`src/soi_pkg.sv`:
```
package soi_pkg;

  // Clock rate and documented times, each in its own unit
  localparam int CLK_MHZ = 100;
  localparam int T_RST_MIN_US = 150000;
  localparam int T_RST_MAX_US = 4000000;
  localparam int T_FB_WIN_US = 500000;

  // Derived cycle counts: exact at 100 MHz, so no rounding is lost
  localparam int RST_MIN_CYC = T_RST_MIN_US * CLK_MHZ;
  localparam int RST_MAX_CYC = T_RST_MAX_US * CLK_MHZ;
  localparam int FB_WIN_CYC = T_FB_WIN_US * CLK_MHZ;

  // Register map, byte addresses
  localparam int ADDR_W = 8;
  localparam logic [7:0] ADDR_STATUS = 8'h00;
  localparam logic [7:0] ADDR_IRQ_STAT = 8'h04;
  localparam logic [7:0] ADDR_IRQ_MASK = 8'h08;
  localparam logic [7:0] ADDR_DISPLAY = 8'h0C;

  // AXI responses
  localparam logic [1:0] RESP_OKAY = 2'h0;
  localparam logic [1:0] RESP_SLVERR = 2'h2;

  // Event bits shared by status and mask registers
  localparam int EV_W = 6;
  localparam int EV_ACCEPT = 0;
  localparam int EV_ON = 1;
  localparam int EV_OFF = 2;
  localparam int EV_FAULT_A = 3;
  localparam int EV_FAULT_B = 4;
  localparam int EV_REJECT = 5;
  localparam logic [EV_W-1:0] IRQ_MASK_RST = 6'h00;

  // Status register field positions
  localparam int ST_STATE_LSB = 0;
  localparam int ST_OUT_BIT = 8;
  localparam int ST_MON_BIT = 9;
  localparam int ST_CH2_BIT = 10;
  localparam int ST_RANGE_BIT = 11;
  localparam int ST_CFG_BIT = 12;

  // Display codes
  localparam int DISP_W = 8;
  localparam logic [7:0] DISP_BLANK = 8'h00;
  localparam logic [7:0] DISP_CHANNEL_ONE = 8'h01;
  localparam logic [7:0] DISP_CHANNEL_TWO = 8'h02;
  localparam logic [7:0] DISP_FEEDBACK_FAULT_CODE_A = 8'h30;
  localparam logic [7:0] DISP_FEEDBACK_FAULT_CODE_B = 8'h31;

  // Interlock states, one-hot
  typedef enum logic [4:0] {
    ST_LOCK = 5'h01,
    ST_ON_CHK = 5'h02,
    ST_ON = 5'h04,
    ST_OFF_CHK = 5'h08,
    ST_FAULT = 5'h10
  } soi_state_type;

endpackage : soi_pkg

```
`src/soi_interlock.sv`:
```
// What this block does
// - After a field interruption outputs stay off until a valid reset.
// - An accepted reset switches the safety outputs on.
// - Feedback monitoring is chosen only by a wiring input sampled once.
// - With monitoring, feedback loop must be closed before every switch-on.
// - After switch-on the loop must open within 500 ms, else fault.
// - After switch-off the loop must close within 500 ms, else fault.
// - A switch-on contactor fault drives the briefly enabled outputs back off.
// - A contactor fault shows one of two external fault codes.
// - After a contactor fault, lock-out with outputs off until power cycle.
// - By default the device runs on transmission channel one.
// - Supply polarity selects between the two transmission channels.
// - In normal operation the display shows the selected channel number.
// - Reduced-range wiring lowers emitted light power to about half range.
// - Range reduction is unmonitored and feeds no safety decision.
//
// The placing of the registers and register access over AXI4-Lite were decided locally.
`timescale 1ns/1ns
module soi_interlock
  import soi_pkg::*;
#(
  parameter int unsigned RST_MIN = RST_MIN_CYC,
  parameter int unsigned RST_MAX = RST_MAX_CYC,
  parameter int unsigned FB_WIN = FB_WIN_CYC
) (
  input wire logic mclk_i,
  input wire logic rst_n_i,
  input wire logic clk_en_i,
  input wire logic field_clear_i,
  input wire logic reset_btn_i,
  input wire logic supply_pol_i,
  input wire logic fb_mon_en_i,
  input wire logic range_reduce_i,
  input wire logic fb_loop_closed_i,
  output logic safety_switch_output_o,
  output logic tx_power_reduced_o,
  output logic channel_two_o,
  output logic [DISP_W-1:0] seg_code_o,
  output logic irq_o,
  input wire logic [ADDR_W-1:0] s_axi_awaddr,
  input wire logic s_axi_awvalid,
  output logic s_axi_awready,
  input wire logic [31:0] s_axi_wdata,
  input wire logic [3:0] s_axi_wstrb,
  input wire logic s_axi_wvalid,
  output logic s_axi_wready,
  output logic [1:0] s_axi_bresp,
  output logic s_axi_bvalid,
  input wire logic s_axi_bready,
  input wire logic [ADDR_W-1:0] s_axi_araddr,
  input wire logic s_axi_arvalid,
  output logic s_axi_arready,
  output logic [31:0] s_axi_rdata,
  output logic [1:0] s_axi_rresp,
  output logic s_axi_rvalid,
  input wire logic s_axi_rready
);

  localparam int BW = $clog2(RST_MAX + 2);
  localparam int FW = $clog2(FB_WIN + 1);

  soi_state_type state_r;
  soi_state_type state_nxt;
  logic out_r;
  logic [DISP_W-1:0] disp_r;
  logic [DISP_W-1:0] disp_nxt;
  logic cfg_taken_r;
  logic mon_en_r;
  logic ch_two_r;
  logic range_r;
  logic btn_q_r;
  logic [EV_W-1:0] irq_stat_r;
  logic [EV_W-1:0] irq_mask_r;
  logic [EV_W-1:0] ev;

  // Bus slave storage
  logic aw_held_r;
  logic [ADDR_W-1:0] awaddr_r;
  logic w_held_r;
  logic [31:0] wdata_r;
  logic [3:0] wstrb_r;
  logic bvalid_r;
  logic [1:0] bresp_r;
  logic rvalid_r;
  logic [31:0] rdata_r;
  logic [1:0] rresp_r;

  // Timer outputs
  logic [BW-1:0] btn_cnt;
  logic btn_sat;
  logic [FW-1:0] fb_cnt;
  logic fb_sat;

  // Button hold measurement, cleared whenever the button is up
  soi_run_counter #(
    .LIMIT(RST_MAX + 1),
    .W(BW)
  ) u_btn_cnt (
    .mclk_i(mclk_i),
    .rst_n_i(rst_n_i),
    .ce_i(clk_en_i),
    .clear_i(!reset_btn_i),
    .run_i(reset_btn_i),
    .cnt_o(btn_cnt),
    .sat_o(btn_sat)
  );

  // Feedback window timer, restarted on every state transition
  wire state_chg = (state_nxt != state_r);
  wire in_chk = (state_r == ST_ON_CHK) || (state_r == ST_OFF_CHK);

  soi_run_counter #(
    .LIMIT(FB_WIN),
    .W(FW)
  ) u_fb_cnt (
    .mclk_i(mclk_i),
    .rst_n_i(rst_n_i),
    .ce_i(clk_en_i),
    .clear_i(state_chg),
    .run_i(in_chk),
    .cnt_o(fb_cnt),
    .sat_o(fb_sat)
  );

  // Reset actuation decode: judged on the release edge
  wire btn_release = btn_q_r && !reset_btn_i;
  wire hold_ok = (btn_cnt >= BW'(RST_MIN)) && (btn_cnt <= BW'(RST_MAX));
  wire reset_valid = btn_release && hold_ok && field_clear_i;
  wire reset_bad = btn_release && !reset_valid && (state_r == ST_LOCK);
  wire loop_ready = !mon_en_r || fb_loop_closed_i;

  // Interlock state machine
  always_comb begin
    state_nxt = state_r;
    ev = '0;
    ev[EV_REJECT] = reset_bad;
    unique case (state_r)
      ST_LOCK: begin
        if (cfg_taken_r && reset_valid) begin
          ev[EV_ACCEPT] = 1'b1;
          if (loop_ready) begin
            ev[EV_ON] = 1'b1;
            state_nxt = mon_en_r ? ST_ON_CHK : ST_ON;
          end else begin
            ev[EV_REJECT] = 1'b1;
          end
        end
      end
      ST_ON_CHK: begin
        if (!field_clear_i) begin
          ev[EV_OFF] = 1'b1;
          state_nxt = ST_OFF_CHK;
        end else if (!fb_loop_closed_i) begin
          state_nxt = ST_ON;
        end else if (fb_sat) begin
          ev[EV_FAULT_A] = 1'b1;
          state_nxt = ST_FAULT;
        end
      end
      ST_ON: begin
        if (!field_clear_i) begin
          ev[EV_OFF] = 1'b1;
          state_nxt = mon_en_r ? ST_OFF_CHK : ST_LOCK;
        end
      end
      ST_OFF_CHK: begin
        if (fb_loop_closed_i) begin
          state_nxt = ST_LOCK;
        end else if (fb_sat) begin
          ev[EV_FAULT_B] = 1'b1;
          state_nxt = ST_FAULT;
        end
      end
      ST_FAULT: begin
        state_nxt = ST_FAULT;
      end
      default: begin
        state_nxt = ST_FAULT;
      end
    endcase
  end

  // Display: fault codes win, otherwise the selected channel
  always_comb begin
    disp_nxt = ch_two_r ? DISP_CHANNEL_TWO : DISP_CHANNEL_ONE;
    if (!cfg_taken_r) begin
      disp_nxt = DISP_BLANK;
    end else if (ev[EV_FAULT_A]) begin
      disp_nxt = DISP_FEEDBACK_FAULT_CODE_A;
    end else if (ev[EV_FAULT_B]) begin
      disp_nxt = DISP_FEEDBACK_FAULT_CODE_B;
    end else if (state_r == ST_FAULT) begin
      disp_nxt = disp_r;
    end
  end

  // Output is a flop of the next state, so it drops in the fault cycle
  wire out_nxt = (state_nxt == ST_ON_CHK) || (state_nxt == ST_ON);

  // Main state and outputs
  always_ff @(posedge mclk_i or negedge rst_n_i) begin
    if (!rst_n_i) begin
      state_r <= ST_LOCK;
      out_r <= 1'b0;
      disp_r <= DISP_BLANK;
      btn_q_r <= 1'b0;
    end else if (clk_en_i) begin
      state_r <= cfg_taken_r ? state_nxt : ST_LOCK;
      out_r <= cfg_taken_r && out_nxt;
      disp_r <= disp_nxt;
      btn_q_r <= reset_btn_i;
    end
  end

  // Wiring straps caught once after reset release; later changes need a power cycle
  always_ff @(posedge mclk_i or negedge rst_n_i) begin
    if (!rst_n_i) begin
      cfg_taken_r <= 1'b0;
      mon_en_r <= 1'b0;
      ch_two_r <= 1'b0;
    end else if (clk_en_i && !cfg_taken_r) begin
      cfg_taken_r <= 1'b1;
      mon_en_r <= fb_mon_en_i;
      ch_two_r <= supply_pol_i;
    end
  end

  // Range option only sets light power and a status bit; no interlock decision reads it
  always_ff @(posedge mclk_i or negedge rst_n_i) begin
    if (!rst_n_i) begin
      range_r <= 1'b0;
    end else if (clk_en_i) begin
      range_r <= range_reduce_i;
    end
  end

  assign safety_switch_output_o = out_r;
  assign tx_power_reduced_o = range_r;
  assign channel_two_o = ch_two_r;
  assign seg_code_o = disp_r;

  // Write channel: address and data taken in either order, held until both
  wire aw_take = s_axi_awvalid && s_axi_awready;
  wire w_take = s_axi_wvalid && s_axi_wready;
  wire wr_do = aw_held_r && w_held_r && !bvalid_r && clk_en_i;
  assign s_axi_awready = !aw_held_r && clk_en_i;
  assign s_axi_wready = !w_held_r && clk_en_i;

  // Write decode; only byte lane 0 carries writable bits
  wire wr_stat = wr_do && (awaddr_r == ADDR_IRQ_STAT);
  wire wr_mask = wr_do && (awaddr_r == ADDR_IRQ_MASK);
  wire wr_ro = (awaddr_r == ADDR_STATUS) || (awaddr_r == ADDR_DISPLAY);
  wire wr_mapped = (awaddr_r == ADDR_IRQ_STAT) || (awaddr_r == ADDR_IRQ_MASK) || wr_ro;
  wire [EV_W-1:0] stat_clr = (wr_stat && wstrb_r[0]) ? wdata_r[EV_W-1:0] : '0;

  always_ff @(posedge mclk_i or negedge rst_n_i) begin
    if (!rst_n_i) begin
      aw_held_r <= 1'b0;
      awaddr_r <= '0;
      w_held_r <= 1'b0;
      wdata_r <= '0;
      wstrb_r <= '0;
    end else if (clk_en_i) begin
      if (aw_take) begin
        aw_held_r <= 1'b1;
        awaddr_r <= s_axi_awaddr;
      end else if (wr_do) begin
        aw_held_r <= 1'b0;
      end
      if (w_take) begin
        w_held_r <= 1'b1;
        wdata_r <= s_axi_wdata;
        wstrb_r <= s_axi_wstrb;
      end else if (wr_do) begin
        w_held_r <= 1'b0;
      end
    end
  end

  // Write response; unmapped addresses answer SLVERR
  always_ff @(posedge mclk_i or negedge rst_n_i) begin
    if (!rst_n_i) begin
      bvalid_r <= 1'b0;
      bresp_r <= RESP_OKAY;
    end else if (clk_en_i) begin
      if (wr_do) begin
        bvalid_r <= 1'b1;
        bresp_r <= wr_mapped ? RESP_OKAY : RESP_SLVERR;
      end else if (s_axi_bready) begin
        bvalid_r <= 1'b0;
      end
    end
  end

  assign s_axi_bvalid = bvalid_r;
  assign s_axi_bresp = bresp_r;

  // Sticky events: a new event wins over a clear in the same cycle
  always_ff @(posedge mclk_i or negedge rst_n_i) begin
    if (!rst_n_i) begin
      irq_stat_r <= '0;
      irq_mask_r <= IRQ_MASK_RST;
    end else if (clk_en_i) begin
      irq_stat_r <= (irq_stat_r & ~stat_clr) | ev;
      if (wr_mask && wstrb_r[0]) begin
        irq_mask_r <= wdata_r[EV_W-1:0];
      end
    end
  end

  assign irq_o = |(irq_stat_r & irq_mask_r);

  // Read decode
  wire [31:0] status_word = (32'h0000_0000
    | (32'(state_r) << ST_STATE_LSB)
    | (32'(out_r) << ST_OUT_BIT)
    | (32'(mon_en_r) << ST_MON_BIT)
    | (32'(ch_two_r) << ST_CH2_BIT)
    | (32'(range_r) << ST_RANGE_BIT)
    | (32'(cfg_taken_r) << ST_CFG_BIT));
  wire rd_status = (s_axi_araddr == ADDR_STATUS);
  wire rd_stat = (s_axi_araddr == ADDR_IRQ_STAT);
  wire rd_mask = (s_axi_araddr == ADDR_IRQ_MASK);
  wire rd_disp = (s_axi_araddr == ADDR_DISPLAY);
  wire rd_mapped = rd_status || rd_stat || rd_mask || rd_disp;
  wire [31:0] rd_mux = rd_status ? status_word
    : rd_stat ? 32'(irq_stat_r)
    : rd_mask ? 32'(irq_mask_r)
    : rd_disp ? 32'(disp_r)
    : 32'h0000_0000;

  // Read channel: one read at a time, answer one cycle after the address
  assign s_axi_arready = !rvalid_r && clk_en_i;
  wire ar_take = s_axi_arvalid && s_axi_arready;

  always_ff @(posedge mclk_i or negedge rst_n_i) begin
    if (!rst_n_i) begin
      rvalid_r <= 1'b0;
      rdata_r <= '0;
      rresp_r <= RESP_OKAY;
    end else if (clk_en_i) begin
      if (ar_take) begin
        rvalid_r <= 1'b1;
        rdata_r <= rd_mux;
        rresp_r <= rd_mapped ? RESP_OKAY : RESP_SLVERR;
      end else if (s_axi_rready) begin
        rvalid_r <= 1'b0;
      end
    end
  end

  assign s_axi_rvalid = rvalid_r;
  assign s_axi_rdata = rdata_r;
  assign s_axi_rresp = rresp_r;

endmodule : soi_interlock

```
`src/soi_run_counter.sv`:
```
`timescale 1ns/1ns
module soi_run_counter #(
  parameter int unsigned LIMIT = 16,
  parameter int W = $clog2(LIMIT + 1)
) (
  input wire logic mclk_i,
  input wire logic rst_n_i,
  input wire logic ce_i,
  input wire logic clear_i,
  input wire logic run_i,
  output logic [W-1:0] cnt_o,
  output logic sat_o
);

  logic [W-1:0] cnt_r;

  // Saturating count; clear has priority so a restart is never missed
  always_ff @(posedge mclk_i or negedge rst_n_i) begin
    if (!rst_n_i) begin
      cnt_r <= '0;
    end else if (ce_i) begin
      if (clear_i) begin
        cnt_r <= '0;
      end else if (run_i && !sat_o) begin
        cnt_r <= cnt_r + W'(1);
      end
    end
  end

  assign cnt_o = cnt_r;
  assign sat_o = (cnt_r == W'(LIMIT));

endmodule : soi_run_counter

```
`config.mk`:
```
export PLATFORM = sky130hd
export DESIGN_NAME = soi_interlock
export DESIGN_NICKNAME = d
export VERILOG_FILES = /design/src/soi_pkg.sv /design/src/soi_interlock.sv /design/src/soi_run_counter.sv
export SDC_FILE = /design/constraint.sdc
export NUM_CORES = 1
export LEC_CHECK = 0
export BUFFER_PORTS_ARGS = -buffer_cell sky130_fd_sc_hd__buf_2
export CORE_ASPECT_RATIO = 0.6
export CORE_MARGIN = 3
export CORE_UTILIZATION = 37
export CTS_CLUSTER_DIAMETER = 120
export CTS_CLUSTER_SIZE = 14
export DETAILED_ROUTE_END_ITERATION = 10
export PLACE_DENSITY_LB_ADDON = 0.1
export SLEW_MARGIN = 20
export SYNTH_ARGS = -nofsm -noshare
export SYNTH_HDL_FRONTEND = slang
export SYNTH_HIERARCHICAL = 1
export SYNTH_SLANG_ARGS = --single-unit
```
`constraint.sdc`:
```
create_clock -name mclk_i -period 6.15 [get_ports mclk_i]
set_input_delay 1.5375 -clock mclk_i [delete_from_list [all_inputs] [get_ports mclk_i]]
set_output_delay 1.5375 -clock mclk_i [all_outputs]
set_load 0.01 [all_outputs]
```
==> impl_metrics.yaml <==
run_status:
  outcome: "finished clean"
synth:
  muxShareOfSynthArea: 0.0684
  ys_seq_area_frac: 0.403
  synthCells: 754
  synth_top_area_frac: 0.399
  async_flop_share: 1.00
  syn_area_sq_mm: 0.00702
  synthXorXnorAreaFrac: 0.00748
  synth_fa_ha_area_frac: 0.00713
  synth_edf_count: 0
  synth_area_leaders: "dfrtp_1 40%, mux2_2 4.2%, nand2_1 3.5%"
  synth_top_area_cell: "dfrtp_1"
  synth-compound-area-share: 0.179
  synth_top_family_by_area: "simple AND/OR/NAND/NOR gates"
  synth-simple-area-share: 0.250
  synth.avg_cell_area_sq_um: 9.31
  yosys_warnings: 6
  synthDistinctLibCells: 86
  ys_ff_latch: 113
  ys.flop_type: "dfrtp_1"
die:
  initial_core_util: 0.383
  io_pins: 119
  die_area_sq_mm: 0.0207
  rows: 38
  die_w_um: 184
  coreArea_sq_mm: 0.0184
  fp.dieH_um: 113
critical_path:
  worstPathRequired_ns: 4.61
  crit_path_start: "clk_en_i"
  r2r_end: "u_fb_cnt/cnt_o[15]$_DFFE_PN0P_"
  worst-path-max-fanout: 37
  crit_path_end: "s_axi_awready"
  rr_worst_depth: 14
  rrSetupSlack_ns: 2.01
  timing.rr.start: "u_fb_cnt/cnt_o[11]$_DFFE_PN0P_"
  cp-start-kind: "input port"
  path_class: "in2out"
  cp-end-kind: "output port"
  crit_arrival_ns: 2.71
cells_and_area:
  area_growth_pct: 13.7
  drive_gt1_frac: 0.182
  fin_area_sq_mm: 0.00799
  fin_cells: 1047
  utilization: 0.435
  final_nets: 864
  antennaDiodeCount: 0
clock_network:
  cts.clk_slew.worst_paths_ns: 0.05
  cts_root_buf: "clkbuf_16"
  clockBufferDepth: 2
  tritoncts: "built"
  clk_latency_ns: 0.41
  cts_resized: 0
  cts_setup_buffers: 0
  htreeDepth: 4
  cts_buffers: 17
  cts_sinks: 113
  postCtsHoldBufs: 0
power_and_ir_drop:
  pwr-share-comb: 0.160
  sw_frac_of_total: 0.289
  vdd_drop_max_mv: 0.197
  power.density_mw_per_mm2: 307
  power_frac_seq: 0.409
  p_switching_uw: 707
  clock_power_share: 0.431
  p_int_uw: 1740
  p_leak_uw: 0.00338
min_path:
  hold_path.class: "reg2reg"
grt:
  grt_pass1_wl_um: 31600
  grt_max_degree: 76
  antenna_found_initial: 0
  overflow: 0
  grt_pass1_vias: 5812
  track_usage: 0.192
drt:
  vias: 6127
  wl_per_cell_um: 18.8
  first_pass_iters: 5
  drt_wl_total_um: 19700
  first_iter_violations: 504
  drc: 0
  vias_per_cell: 5.85
  ant_nets: 0
sta:
  finalSetupTns_ns: 0
  setup-violations-final: 0
  grt_setup_unrepaired: "no"
  worst_pin_slew_ns: 0.847
  drv_slew: 0
  fmax_mhz: 235
  fin_crit_ns: 4.25
  maxSlewHeadroom: 0.433
  finalClockSkew_ns: 0.00688
  finalHoldViolCount: 0
  min_period_over_period: 0.691
flow_run:
  maxCapViolCount: 0
placed_design:
  dpl_cell_area_sq_mm: 0.00735
  gp_congestion: 0.878
  hpwlAfterDp_um: 13500
  placed_cells: 1015
  port_buffers: 62
## layout make-up
class                           instances  area, sq um
Clock inverter                          6          130
Inverter                               47          176
Tap cell                              240          300
Sequential cell                       113         2830
Fill cell                            1795        10400
Multi-Input combinational cell        548         3710
Clock buffer                           26          489
Timing Repair Buffer                   67          354
## cells by family after synthesis
| kind of cell | after synthesis |
|---|---|
| other cells | 1 |
| simple gates | 302 |
| buf+inv | 119 |
| flops | 113 |
| fa+ha+maj | 4 |
| xor+xnor | 6 |
| mux | 41 |
| compound gates | 168 |
## worst max-delay path, cell delays in order
cell and delay (ns):
buf_2 0.08, buf_4 0.35, inv_1 0.36, nor2_1 0.22, buf_2 0.16
## state kept, by name, summed over array words and instances (netlist names), 3 cells and up
register and cells:
state_r 5, wdata_r 6, seg_code_o 3, awaddr_r 8, s_axi_rdata 11, irq_stat_r 6
irq_mask_r 6, u_btn_cnt/cnt_o 29, u_fb_cnt/cnt_o 26
## per-layer routing
| layer | up-vias | track usage | share of wire |
|---|---|---|---|
| li1 | 2872 | - | - |
| met1 | 3046 | 0.304 | 0.53 |
| met2 | 192 | 0.252 | 0.40 |
| met3 | 17 | 0.0488 | 0.056 |
| met4 | 0 | 0.0589 | 0.0093 |
| met5 | - | 0 | 0 |
## power by group through the flow
stage / Clock [uW] / Combinational (uW) / Sequential (uW)
6_report: 1060 / 392 / 1000
5_1_grt: 1120 / 437 / 1020
3_5_place_dp: 0 / 392 / 1010
3_3_place_gp: 0 / 382 / 1010
4_1_cts: 1080 / 394 / 1000
2_1_floorplan: 0 / 303 / 956
## worst min-delay path by stage
stage	start	end	slack, ns	cells past startpoint
floorplan	wstrb_r[0]$_DFFE_PN0P_	wstrb_r[0]$_DFFE_PN0P_	0.48	1
global placement	s_axi_rresp[1]$_DFFE_PN0P_	s_axi_rresp[1]$_DFFE_PN0P_	0.47	2
detailed placement	s_axi_rdata[1]$_DFFE_PN0P_	s_axi_rdata[1]$_DFFE_PN0P_	0.47	2
CTS	s_axi_rdata[1]$_DFFE_PN0P_	s_axi_rdata[1]$_DFFE_PN0P_	0.49	2
global route	awaddr_r[4]$_DFFE_PN0P_	awaddr_r[4]$_DFFE_PN0P_	0.51	1
finish	s_axi_rdata[1]$_DFFE_PN0P_	s_axi_rdata[1]$_DFFE_PN0P_	0.48	2
## Yosys cell counts (5+ instances only)
master / n
a32oi_1: 5
buf_2: 7
o31ai_1: 8
o21ai_1: 5
clkbuf_1: 27
o22ai_1: 16
nor3_1: 12
buf_4: 32
nand3_1: 40
nor4_1: 18
a311o_1: 6
mux2_2: 26
o311ai_1: 12
o2bb2ai_1: 11
o21ai_0: 30
or3_1: 11
nand2_1: 65
and4_1: 10
inv_1: 47
and3_1: 9
or4_1: 5
nor2_1: 38
mux2i_1: 12
nand2b_1: 11
o211ai_1: 9
a31oi_1: 8
nand4_1: 27
a22o_1: 9
dfrtp_1: 112
and4b_1: 5
nor2b_1: 8
a21oi_1: 12
## layout by cell type, fill, tap and decap left out, drive strengths merged, types with 13 or more instances in the layout
cell | Yosys | routed
nand2 | 66 | 66
nand4 | 28 | 28
o21ai | 37 | 37
inv | 47 | 47
nor3 | 14 | 14
o311ai | 14 | 14
clkbuf | 27 | 26
nand3 | 41 | 41
nor4 | 20 | 20
a21oi | 13 | 13
nor2 | 38 | 38
conb | 1 | 27
buf | 45 | 67
dfrtp | 112 | 112
o22ai | 16 | 16
mux2 | 26 | 26
## per-stage QoR
| step | hold WS [ns] | total power, uW | worst slack, ns |
|---|---|---|---|
| 3_5_place_dp | 0.473 | 1400 | 1.73 |
| 2_1_floorplan | 0.479 | 1260 | 2.57 |
| 3_3_place_gp | 0.469 | 1390 | 1.74 |
| 5_1_grt | 0.510 | 2580 | 1.75 |
| 6_report | 0.482 | 2450 | 1.90 |
| 4_1_cts | 0.485 | 2470 | 1.89 |
Note: power is estimated with default switching activity, not from simulation.
